## config.mk

```make
export PLATFORM = sky130hd
export DESIGN_NAME = dsp_regfile
export DESIGN_NICKNAME = d
export VERILOG_FILES = /design/src/hdl/dsp_regfile_pkg.sv /design/src/hdl/dsp_regfile.sv
export SDC_FILE = /design/constraint.sdc
export NUM_CORES = 1
export LEC_CHECK = 0
export BUFFER_PORTS_ARGS = -buffer_cell sky130_fd_sc_hd__buf_2
export CELL_PAD_IN_SITES_DETAIL_PLACEMENT = 1
export CELL_PAD_IN_SITES_GLOBAL_PLACEMENT = 2
export CORE_MARGIN = 2
export CORE_UTILIZATION = 39
export DETAILED_ROUTE_END_ITERATION = 10
export GPL_ROUTABILITY_DRIVEN = 0
export PLACE_DENSITY = 0.91
export SYNTH_ARGS = -nofsm -noshare
export SYNTH_HDL_FRONTEND = slang
export SYNTH_SLANG_ARGS = --single-unit
```

## constraint.sdc

```tcl
create_clock -name clock -period 13.3 [get_ports clock]
set_clock_uncertainty 0.15 [all_clocks]
set_input_delay 0.665 -clock clock [delete_from_list [all_inputs] [get_ports clock]]
set_output_delay 0.665 -clock clock [all_outputs]
set_load 0.02 [all_outputs]
```

## src/hdl/dsp_regfile_pkg.sv

```systemverilog
// Constants and types shared by the DSP register file.
package dsp_regfile_pkg;
   // -----------------------------------------------------------------
   // Widths
   // -----------------------------------------------------------------
   localparam int ACC_W = 40;
   localparam int BODY_W = 32;
   localparam int GUARD_W = 8;
   localparam int STAT_W = 8;
   localparam int DATA_CNT = 6;
   localparam int ACC_CNT = 2;
   // -----------------------------------------------------------------
   // Status field positions and reset value
   // -----------------------------------------------------------------
   localparam int GT_BIT = 7;
   localparam int EQ_BIT = 6;
   localparam int LT_BIT = 5;
   localparam int WRAP_BIT = 4;
   localparam int CS_HI = 3;
   localparam int CS_LO = 1;
   localparam int DC_BIT = 0;
   localparam logic [31:0] STAT_RESET = 32'h0000_0000;
   localparam logic [31:0] DATA_RESET = 32'h0000_0000;
   // -----------------------------------------------------------------
   // Register selectors, condition modes and operation kinds
   // -----------------------------------------------------------------
   typedef enum logic [3:0] {
      SEL_ACCUM_FIRST = 4'h0,
      SEL_ACCUM_SECOND = 4'h1,
      SEL_ACCUM_FIRST_GUARD = 4'h2,
      SEL_ACCUM_SECOND_GUARD = 4'h3,
      SEL_MULT_REG_FIRST = 4'h4,
      SEL_MULT_REG_SECOND = 4'h5,
      SEL_XBUS_REG_FIRST = 4'h6,
      SEL_XBUS_REG_SECOND = 4'h7,
      SEL_YBUS_REG_FIRST = 4'h8,
      SEL_YBUS_REG_SECOND = 4'h9,
      SEL_COND_STATUS = 4'hA
   } reg_sel_t;
   localparam logic [3:0] DATA_BASE = 4'h4;
   typedef enum logic [2:0] {
      CS_CARRY = 3'h0,
      CS_NEGATIVE = 3'h1,
      CS_ZERO = 3'h2,
      CS_OVERFLOW = 3'h3,
      CS_SIGNED_GREATER = 3'h4,
      CS_SIGNED_ABOVE = 3'h5
   } cond_sel_t;
   typedef enum logic [1:0] {
      OP_ARITH = 2'h0,
      OP_PACKED_MUL = 2'h1,
      OP_TRANSFER = 2'h3
   } op_kind_t;
endpackage

```

## src/hdl/dsp_regfile.sv

```systemverilog
// DSP unit register file with accumulators, data registers and status.
`timescale 1ns/1ps
`default_nettype none
module dsp_regfile
   import dsp_regfile_pkg::*;
(
   // Clock and reset
   input wire logic clock,
   input wire logic reset,
   // Core system-register port
   input wire logic sysWrEn,
   input wire logic [3:0] sysWrSel,
   input wire logic [31:0] sysWrData,
   input wire logic [3:0] sysRdSel,
   output logic [31:0] sysRdData,
   // DSP datapath write-back
   input wire logic dspWrEn,
   input wire logic [3:0] dspWrSel,
   input wire logic [39:0] dspWrData,
   input wire logic [1:0] dspKind,
   input wire logic dspCondOp,
   input wire logic dspCarry,
   // DSP operand read ports
   input wire logic [3:0] srcASel,
   input wire logic [3:0] srcBSel,
   output logic [39:0] srcAData,
   output logic [39:0] srcBData,
   // Status view
   output logic [7:0] statusFlags,
   output logic dspCondFlag,
   output logic dspWrDone
);
   // ----------------------------------------------------------------
   // State
   // ----------------------------------------------------------------
   typedef struct packed {
      logic [ACC_CNT-1:0][ACC_W-1:0] acc;
      logic [DATA_CNT-1:0][BODY_W-1:0] dat;
      logic [STAT_W-1:0] stat;
      logic [31:0] rd;
      logic [39:0] opA;
      logic [39:0] opB;
      logic done;
   } state_t;

   state_t s_r;
   state_t s_nxt;

   // ----------------------------------------------------------------
   // Helpers
   // ----------------------------------------------------------------
   function automatic logic isData(input logic [3:0] sel);
      isData = (sel >= DATA_BASE) && (sel <= SEL_YBUS_REG_SECOND);
   endfunction

   function automatic logic [2:0] dataIdx(input logic [3:0] sel);
      logic [3:0] d;
      d = sel - DATA_BASE;
      dataIdx = d[2:0];
   endfunction

   function automatic logic [39:0] operand(input state_t s, input logic [3:0] sel);
      logic [31:0] w;
      operand = '0;
      w = '0;
      if (sel == SEL_ACCUM_FIRST || sel == SEL_ACCUM_SECOND) begin
         operand = s.acc[sel[0]];
      end else if (sel == SEL_ACCUM_FIRST_GUARD || sel == SEL_ACCUM_SECOND_GUARD) begin
         operand = {{32{s.acc[sel[0]][39]}}, s.acc[sel[0]][39:32]};
      end else if (isData(sel)) begin
         w = s.dat[dataIdx(sel)];
         operand = {{GUARD_W{w[31]}}, w};
      end
   endfunction

   // Only the registers the core may reach as system registers answer.
   function automatic logic coreOk(input logic [3:0] sel);
      coreOk = (sel == SEL_ACCUM_FIRST) || (sel == SEL_COND_STATUS)
         || ((sel >= SEL_XBUS_REG_FIRST) && (sel <= SEL_YBUS_REG_SECOND));
   endfunction

   // ----------------------------------------------------------------
   // Result flags from the 40-bit result
   // ----------------------------------------------------------------
   logic resNeg;
   logic resZero;
   logic resWrap;
   logic resGt;
   logic condHit;
   logic doWrite;
   logic updFlags;
   logic [2:0] curCs;
   logic [STAT_W-1:0] newStat;

   always_comb begin
      resNeg = dspWrData[ACC_W-1];
      resZero = (dspWrData == '0);
      resWrap = (dspWrData[39:32] != {GUARD_W{dspWrData[31]}});
      resGt = !resNeg && !resZero;
      curCs = s_r.stat[CS_HI:CS_LO];
      case (curCs)
         CS_CARRY: condHit = dspCarry;
         CS_NEGATIVE: condHit = resNeg;
         CS_ZERO: condHit = resZero;
         CS_OVERFLOW: condHit = resWrap;
         CS_SIGNED_GREATER: condHit = resGt;
         CS_SIGNED_ABOVE: condHit = !resNeg;
         default: condHit = 1'b0;
      endcase
      newStat = s_r.stat;
      newStat[GT_BIT] = resGt;
      newStat[EQ_BIT] = resZero;
      newStat[LT_BIT] = resNeg;
      newStat[WRAP_BIT] = resWrap;
      newStat[DC_BIT] = condHit;
      // A conditional operation waits on the flag from earlier work.
      doWrite = dspWrEn && (!dspCondOp || s_r.stat[DC_BIT]);
      updFlags = dspWrEn && !dspCondOp && (dspKind == OP_ARITH);
   end

   // ----------------------------------------------------------------
   // Next state
   // ----------------------------------------------------------------
   always_comb begin
      s_nxt = s_r;
      s_nxt.done = doWrite;
      if (updFlags) begin
         s_nxt.stat = newStat;
      end
      if (doWrite) begin
         if (dspWrSel == SEL_ACCUM_FIRST || dspWrSel == SEL_ACCUM_SECOND) begin
            s_nxt.acc[dspWrSel[0]] = dspWrData;
         end else if (dspWrSel == SEL_ACCUM_FIRST_GUARD
            || dspWrSel == SEL_ACCUM_SECOND_GUARD) begin
            s_nxt.acc[dspWrSel[0]][39:32] = dspWrData[7:0];
         end else if (isData(dspWrSel)) begin
            // Guard bits of the result are dropped for 32-bit targets.
            s_nxt.dat[dataIdx(dspWrSel)] = dspWrData[31:0];
         end
      end
      // Core accesses are gated only by coreOk, never by the condition flag; they win a same-cycle clash.
      if (sysWrEn && coreOk(sysWrSel)) begin
         if (sysWrSel == SEL_ACCUM_FIRST) begin
            s_nxt.acc[0] = {{GUARD_W{sysWrData[31]}}, sysWrData};
         end else if (sysWrSel == SEL_COND_STATUS) begin
            s_nxt.stat = sysWrData[STAT_W-1:0];
         end else begin
            s_nxt.dat[dataIdx(sysWrSel)] = sysWrData;
         end
      end
      s_nxt.rd = '0;
      if (coreOk(sysRdSel)) begin
         if (sysRdSel == SEL_ACCUM_FIRST) begin
            s_nxt.rd = s_r.acc[0][31:0];
         end else if (sysRdSel == SEL_COND_STATUS) begin
            s_nxt.rd = {24'h00_0000, s_r.stat};
         end else begin
            s_nxt.rd = s_r.dat[dataIdx(sysRdSel)];
         end
      end
      s_nxt.opA = operand(s_r, srcASel);
      s_nxt.opB = operand(s_r, srcBSel);
   end

   // Zero stands in for the undefined data values; only status is defined.
   always_ff @(posedge clock or posedge reset) begin
      if (reset) begin
         s_r.acc <= '0;
         s_r.dat <= '0;
         s_r.stat <= STAT_RESET[STAT_W-1:0];
         s_r.rd <= DATA_RESET;
         s_r.opA <= '0;
         s_r.opB <= '0;
         s_r.done <= 1'b0;
      end else begin
         s_r <= s_nxt;
      end
   end

   assign sysRdData = s_r.rd;
   assign srcAData = s_r.opA;
   assign srcBData = s_r.opB;
   assign statusFlags = s_r.stat;
   assign dspCondFlag = s_r.stat[DC_BIT];
   assign dspWrDone = s_r.done;

   logic coreStatWr;
   assign coreStatWr = sysWrEn && (sysWrSel == SEL_COND_STATUS);
endmodule
`default_nettype wire

```

## Word level (Yosys, flattened, before mapping)

Cells that the tools add are included.

| storage, ports and cells | value |
|---|---|
| bits of input ports | 100 |
| output and inout port bits | 122 |
| word-level logic and storage cells | 137 |
| register bits after elaboration | 393 |

| cells by class | value |
|---|---|
| mux-type cells | 44 |
| reductions and logical operators | 37 |
| $add $sub $neg | 5 |
| equality and inequality tests | 17 |
| $lt $le $gt $ge | 21 |

Operators with widths:

| operator | number |
|---|---|
| $mux 192 | 4 |
| $mux 40 | 13 |
| $bwmux 192 | 2 |
| $bmux 32 s3 | 3 |
| $mux 32 | 8 |
| $mux 240 | 1 |
| $mux 232 | 1 |
| $mux 200 | 1 |
| $demux 32 s3 | 2 |
| $bwmux 80 | 2 |
| $mux 80 | 2 |
| $demux 40 s1 | 2 |
| $logic_not 40->1 | 1 |
| $eq 4x2->1 const B | 6 |
| $ge 4x3->1 const B | 5 |
| $le 4x4->1 const B | 5 |
| $logic_not 4->1 | 5 |
| $lt 3x4->1 const B | 5 |
| $mux 8 | 2 |
| $sub 3x3->3 const B | 5 |
| $logic_and 1x1->1 | 13 |
| $eq 4x1->1 const B | 3 |
| $logic_or 1x1->1 | 11 |
| $eq 4x4->1 const B | 2 |
| 13 further kinds | 20 |

## Depth between registers and ports, before layout

Gate-level depths: netlist of run 1.

| depth | value |
|---|---|
| depth after elaboration | 14 |
| gate-level depth with buffers | 8 |
| depth with buffers taken out | 5 |

## Worst setup path after synthesis of run 1

OpenSTA, ideal clock, no wires.

| timing | value |
|---|---|
| kind | input -> register |
| start point | in dspCondOp |
| end point | reg s_r (netlist bit statusFlags[0]) |
| setup time | 0.127 ns |
| stages | 6 |
| path buffers | 1 |
| setup slack | 11.144 ns |
| data arrival time | 1.879 ns |
| required time | 13.023 ns |
| cells stage by stage | or4b_1 > buf_6 > mux2_4 > mux2i_1 > a41o_2 > a31oi_1 |

RTL lines:

| element | RTL line | text |
|---|---|---|
| start: declaration | dsp_regfile.sv:21 | `input wire logic dspCondOp,` |
| end signal: assignment | dsp_regfile.sv:176 | `s_r <= s_nxt;` |
| end: declaration | dsp_regfile.sv:46 | `state_t s_r;` |

==> flow_summary.yaml, run 1 <==
routing:
  drc: 0
  ant_nets: 0
  via_per_inst: 6.148
  drt_wl_total_um: 84950
  drtIter0Drc: 1624
  wire_per_inst_um: 28.61
  dr.pass1.iters: 5
  vias: 18250
final_layout:
  synthToLayoutAreaGrowth_pct: 8.694
  final_core_util: 0.4273
  num_antenna_cells: 0
  multiInputGateArea_mm2: 0.01096
  nFillCells: 6344
  nNetsFinal: 2277
  drive_gt1_frac: 0.2178
  seq_area_mm2: 0.009834
placed_design:
  hpwl_um: 51100
  portBuffers: 221
clock_tree:
  clk_latency_ns: 0.59
  cts.sinks: 393
  root_buffer: "clkbuf_16"
  cts_inserted_buffers: 45
  clk_pin_slew_worst_paths_ns: 0.06
  clk_path_buf_depth: 3
  ctsHtreeMaxLevel: 2
  cts_tree: "built"
  hold_buffers: 0
  post_cts_buffers: 0
  cts-resized-gates: 0
grt:
  overflow: 0
  grt_pass1_wl_um: 126100
  grt_max_degree: 153
  antenna_found_initial: 4
  track_usage: 0.2796
  grt_pass1_vias: 19300
power:
  p_leak_nw: 11.79
  ir_drop_mv: 0.07891
  pwr_density_cell_mw_per_mm2: 155.4
critical_path:
  cp.required_ns: 13.61
  worstPathArrival_ns: 3.64
  max_stage_delay_ns: 0.86
  worstPathCellList: "buf_6 > buf_4 > buf_4 > mux2i_1 > o22ai_1 > a211o_1"
  critPathKind: "input port to flop"
  critPathMaxFanout: 57
  crit_path_end_kind: "flop"
  r2r_cells: 6
  worstSetupPathDepth: 6
  path_delay_family: "buffers and inverters"
  r2r-end: "s_r[363]"
  start_kind: "input port"
  critPathBufInv: 3
  rr_startpoint: "statusFlags[0]"
  rrSetupSlack_ns: 10.40
  setup.worst_path.start: "srcASel[0]"
  path_common_cell: "buf_4"
  slowest_stage: "buf_4"
logic_synthesis:
  synth_seq_cells: 393
  ys.flop_type: "dfrtp_1"
  synth_edf_count: 0
  ys_seq_area_frac: 0.4353
  syn_inst: 2198
  ys_async_sr_fraction: 1.000
  syn-num-nets: 2298
  netlist_area_mm2: 0.02259
  ys_types: 59
  syn_area_per_cell_um2: 10.28
  yosysWarnings: 0
flow_run:
  maxCapViolCount: 0
sta:
  final_max_slew_viol_count: 0
  clock.fmax_mhz: 300.3
  grt_setup_unrepaired: "no"
  hold_viol: 0
  fin_crit_ns: 3.330
  tightest_slew_ns: 1.171
  finalSetupTns_ns: 0
  finalSetupViolations: 0
  relSlewSlack: 0.2192
  finalCritPeriodShare: 0.2504
floorplanning:
  initial_core_util: 0.3931
  core_mm2: 0.05748
  row_count: 88
  pin_count: 222
  die-width_um: 244.7
  die-height_um: 244.7
  die_area_mm2: 0.05988
worst_hold_path:
  hold_path.class: "input port to async pin"
status:
  status: "finished, final reports clean"
==> how the worst max path moves through the flow <==
stage | endpoint | slack, ns
2_1_floorplan | dspWrDone | 1.56
3_3_place_gp | srcAData[20] | 9.61
3_5_place_dp | srcAData[13] | 9.50
4_1_cts | srcAData[13] | 10.09
5_1_grt | srcAData[13] | 9.92
6_report | srcAData[13] | 9.97
==> cell usage in the layout, fill, tap and decap left out, drive strengths merged, types with 2 or more instances in the layout <==
cell type	synthesis	final
mux2i	463	463
o21ai	243	243
a22oi	8	8
nor2b	6	6
mux2	106	106
and4	2	2
or3	2	2
clkinv	0	5
a31oi	10	10
nor3	11	11
clkbuf	97	66
nand4	2	2
nor4	12	12
nand2b	40	40
and2	4	4
nor2	81	81
o22ai	99	99
nand2	194	194
a21oi	76	76
nand4b	2	2
nor3b	4	4
o22a	31	31
a211o	30	30
a211oi	3	3
mux4	2	2
o31ai	2	2
inv	4	6
o21a	3	3
dfrtp	393	393
or2	3	3
o221a	23	23
buf	225	254
nor4b	2	2
nand3	6	6
==> cells in the mapped netlist, types with 8 or more instances <==
cell type    n  share of area
a211o_1     30          0.012
a21oi_1     76          0.017
a22oi_1      8         0.0027
a31oi_1     10         0.0028
buf_2       81          0.018
buf_4      134          0.045
clkbuf_1    94          0.016
dfrtp_1    393           0.44
mux2_2     105          0.052
mux2i_1    463           0.21
nand2_1    191          0.032
nand2b_1    39          0.011
nor2_1      78          0.013
nor3_1       9         0.0020
nor4_1      11         0.0030
o21ai_0    218          0.048
o21ai_1     25         0.0055
o221a_2     23          0.011
o22a_1      31          0.012
o22ai_1     99          0.027
==> sequential cells by signal, indices dropped and copies added (netlist names) <==
register and cells:
sysRdData 32, dspWrDone 1, srcBData 40, srcAData 40, statusFlags 8, s_r 272
==> through the flow <==
| stage | power (mW) | cell area (um2) | hold WS, ns | cells | setup slack, ns |
|---|---|---|---|---|---|
| 4_1_cts | 3.814 | 24560 | 0.1246 | 2969 | 10.09 |
| 6_report | 3.817 | 24560 | 0.05495 | 2969 | 9.970 |
| 2_1_floorplan | 2.313 | 22590 | 0.3104 | 2198 | 1.559 |
| 5_1_grt | 3.972 | 24560 | 0.09901 | 2969 | 9.925 |
| 3_5_place_dp | 2.579 | 23150 | 0.3401 | 2895 | 9.498 |
| 3_3_place_gp | 2.522 | 23150 | 0.3316 | 2895 | 9.606 |
==> cell type report <==
cell class,instances,share of cell area
clock buffer,66,0.05395
clock inverter,8,0.003210
inverter,4,0.0009171
multi-input combinational,1479,0.4463
sequential,393,0.4004
tap,765,0.03897
timing repair buffer,254,0.05625
==> power by group <==
part,switching [mW],internal [mW],leakage [nW]
clock,0.525,0.705,0.696
combinational,0.500,0.370,6.07
sequential,0.266,1.45,5.02
==> worst register-to-register path, stage by stage, from the launching register on <==
cell and delay (ns):
dfrtp_1 0.58, nand2b_4 0.23, and3_1 0.35, nand2_2 0.31, nor2_4 0.15, buf_4 0.56, mux2_2 0.46
==> cell families after synthesis <==
logic type,synth area share
AO/OA/AOI/OAI,0.1434
flip-flops,0.4353
buffers and inverters,0.08251
multiplexers,0.2601
AND/OR/NAND/NOR,0.07875
==> routing by layer <==
layer,track usage,share of wire,vias up
met5,0,0.00029,-
met4,0.1184,0.042,4
met3,0.05718,0.074,232
met2,0.4498,0.46,795
met1,0.3660,0.42,9484
li1,-,-,7737
No activity file was read; power rests on OpenSTA's default activity.
==> run 2, diff against run 1 <==
ABC_AREA = 1   (was default)
CORE_UTILIZATION = 35   (was 39)
PLACE_DENSITY = 0.9   (was 0.91)
clock period = 3.2 ns   (was 13.3 ns; I/O delays follow)
==> run 2 against run 1 <==
  * Sequential power increased to 4.1 times the previous value
  * Total power increased to 4.5 times the previous value
  * Register-to-register slack got worse by 10 ns
  * Critical endpoint is now s_r[286]
  * Largest power group unchanged
==> flow_summary.yaml, run 2 <==
final_layout:
  nNetsFinal: 3174
  nFillCells: 7770
  final_cells: 3961
  largest_register: "s_r"
  layout_commonest_cell: "nand2_1"
  final_core_util: 0.4130
  drive_gt1_frac: 0.1527
  multiInputGateArea_mm2: 0.01006
  seq_area_mm2: 0.009834
  synthToLayoutAreaGrowth_pct: 16.92
  largest_reg_flops: 272
  final_cell_mix: "nand2_1 (591), o21ai_0 (502), dfrtp_1 (393)"
status:
  status: "finished, final reports clean"
logic_synthesis:
  syn_inst: 2959
  ys.flop_type: "dfrtp_1"
  synth_edf_count: 0
  syn-num-nets: 3059
  ys_seq_area_frac: 0.4327
  yosysTopAreaCellShare: 0.4327
  synth_area_leaders: "dfrtp_1 (43%), o21ai_0 (11%), nand2_1 (9.8%)"
  synth_commonest_cells: "nand2_1 (592), o21ai_0 (502), dfrtp_1 (393), inv_1 (244), a21oi_1 (222)"
  netlist_area_mm2: 0.02273
  synth_seq_cells: 393
  ys_async_sr_fraction: 1.000
  yosysMostFrequentCell: "nand2_1"
  yosysWarnings: 0
  syn_area_per_cell_um2: 7.682
  ys_types: 43
  synth_top_cell_by_area: "dfrtp_1"
clock_tree:
  post_cts_buffers: 0
  cts_inserted_buffers: 45
  ctsHtreeMaxLevel: 2
  clk_path_buf_depth: 3
  root_buffer: "clkbuf_16"
  cts_tree: "built"
  clk_pin_slew_worst_paths_ns: 0.06
  cts.sinks: 393
  clk_latency_ns: 0.60
floorplanning:
  row_count: 93
  core_mm2: 0.06435
  die_area_mm2: 0.06700
  pin_count: 222
  die-height_um: 258.8
  initial_core_util: 0.3532
  die-width_um: 258.8
grt:
  antenna_found_initial: 5
  grt_pass1_vias: 24090
  track_usage: 0.3030
  grt_max_degree: 113
  grt_pass1_wl_um: 153900
  overflow: 0
flow_run:
  maxCapViolCount: 0
critical_path:
  critPathKind: "flop to flop"
  max_stage_delay_ns: 0.72
  cp.required_ns: 3.58
  path_common_cell: "inv_2"
  slowest_stage: "dlygate4sd3_1"
  critPathBufInv: 5
  worstPathArrival_ns: 3.49
  worstPathCellList: "inv_2 > a21oi_4 > dlygate4sd3_1 > inv_2 > nor2_2 > inv_2 > nor2_8 > buf_12 > nand2_1 > o21ai_0 > nand2_1 > o21ai_2"
  start_kind: "flop"
  crit_path_end_kind: "flop"
  critPathMaxFanout: 36
  path_delay_family: "buffers and inverters"
power:
  p_leak_nw: 12.24
  ir_drop_mv: 0.3609
  p_sw_mw: 6.256
  clock_power_share: 0.315
  pwr_density_cell_mw_per_mm2: 648.2
  switching_share: 0.3631
  seqPwrFrac: 0.412
  p_comb_frac: 0.273
  cell_internal_pwr_mw: 10.97
placed_design:
  portBuffers: 221
  hpwl_um: 68050
  place_inst: 3757
sta:
  fin_crit_ns: 3.112
  finalSetupViolations: 0
  grt_setup_unrepaired: "yes"
  finalSetupTns_ns: 0
  clock.fmax_mhz: 321.3
  final_max_slew_viol_count: 0
  finalCritPeriodShare: 0.9726
  tightest_slew_ns: 1.032
  relSlewSlack: 0.3109
  hold_viol: 0
routing:
  via_per_inst: 5.893
  dr.pass1.iters: 6
  vias: 23340
  drc: 0
  wire_per_inst_um: 26.11
  drt_wl_total_um: 103400
  ant_nets: 0
  drtIter0Drc: 2281
worst_hold_path:
  hold_path.class: "input port to flop"
run 2: area by class of cell:
| type | instances | share of cell area |
|---|---|---|
| multi-input cells | 1952 | 0.3784 |
| flip-flops and latches | 393 | 0.3701 |
| repair buffers | 424 | 0.1181 |
| clock buffers | 66 | 0.05071 |
| well taps | 855 | 0.04025 |
| inverters | 258 | 0.03682 |
| clock inverters | 12 | 0.005556 |
| diodes | 1 | 0.00009416 |
run 2: worst register-to-register path, delay by kind of cell, from the launching register on:
family	cells	cell delay, ns
flops	1	0.38
compound gates	3	0.35
simple gates	4	0.74
buf+inv	5	1.43
run 2: cells by family after synthesis:
kind of cell / Yosys count / share of synthesized area
simple gates: 825 / 0.1476
flops: 393 / 0.4327
compound gates: 1081 / 0.2696
mux: 45 / 0.02229
buf+inv: 615 / 0.1279
run 2: what timing repair did:
item,CTS,global route
gates resized for setup,0,5
setup endpoints to repair,0,51
hold endpoints to repair,627,0
hold buffers,124,0
run 2: power by group through the flow:
stage,Combinational (mW),Clock (mW),Sequential [mW]
6_report,4.71,5.43,7.09
4_1_cts,4.60,5.47,7.05
2_1_floorplan,3.16,0,6.79
3_5_place_dp,4.30,0,7.13
3_3_place_gp,4.10,0,7.05
5_1_grt,5.13,5.66,7.21
run 2: stage by stage:
stage               power, mW  cell area, um2  hold WS, ns  worst slack (ns)
CTS                     17.12           26540      0.01102           0.06024
detailed placement      11.43           23810      0.04005            0.5716
global placement        11.15           23810      0.03724            0.6856
floorplan               9.950           22730       0.1156            -2.398
global route            18.01           26580      0.04369        -0.0002820
finish                  17.23           26580      0.01088           0.08755
run 2: final timing paths:
path | slack, ns | endpoint | cells after the start | startpoint
setup / recovery | 0.09 | s_r[286] | 12 | statusFlags[0]
hold / removal | 0.01 | statusFlags[3] | 5 | sysWrSel[3]
setup reg to reg | 0.09 | s_r[286] | 12 | statusFlags[0]
hold reg to reg | 0.37 | s_r[167] | 1 | s_r[167]
max in group asynchronous | 1.30 | s_r[185] | 5 | reset
min in group asynchronous | 0.57 | s_r[307] | 4 | reset
run 2: per-layer routing:
layer / up-vias / part of all wire / track usage
li1: 10090 / - / -
met1: 11690 / 0.41 / 0.4060
met4: 4 / 0.046 / 0.1342
met5: - / 0.00023 / 0
met2: 1239 / 0.45 / 0.4749
met3: 317 / 0.090 / 0.05908
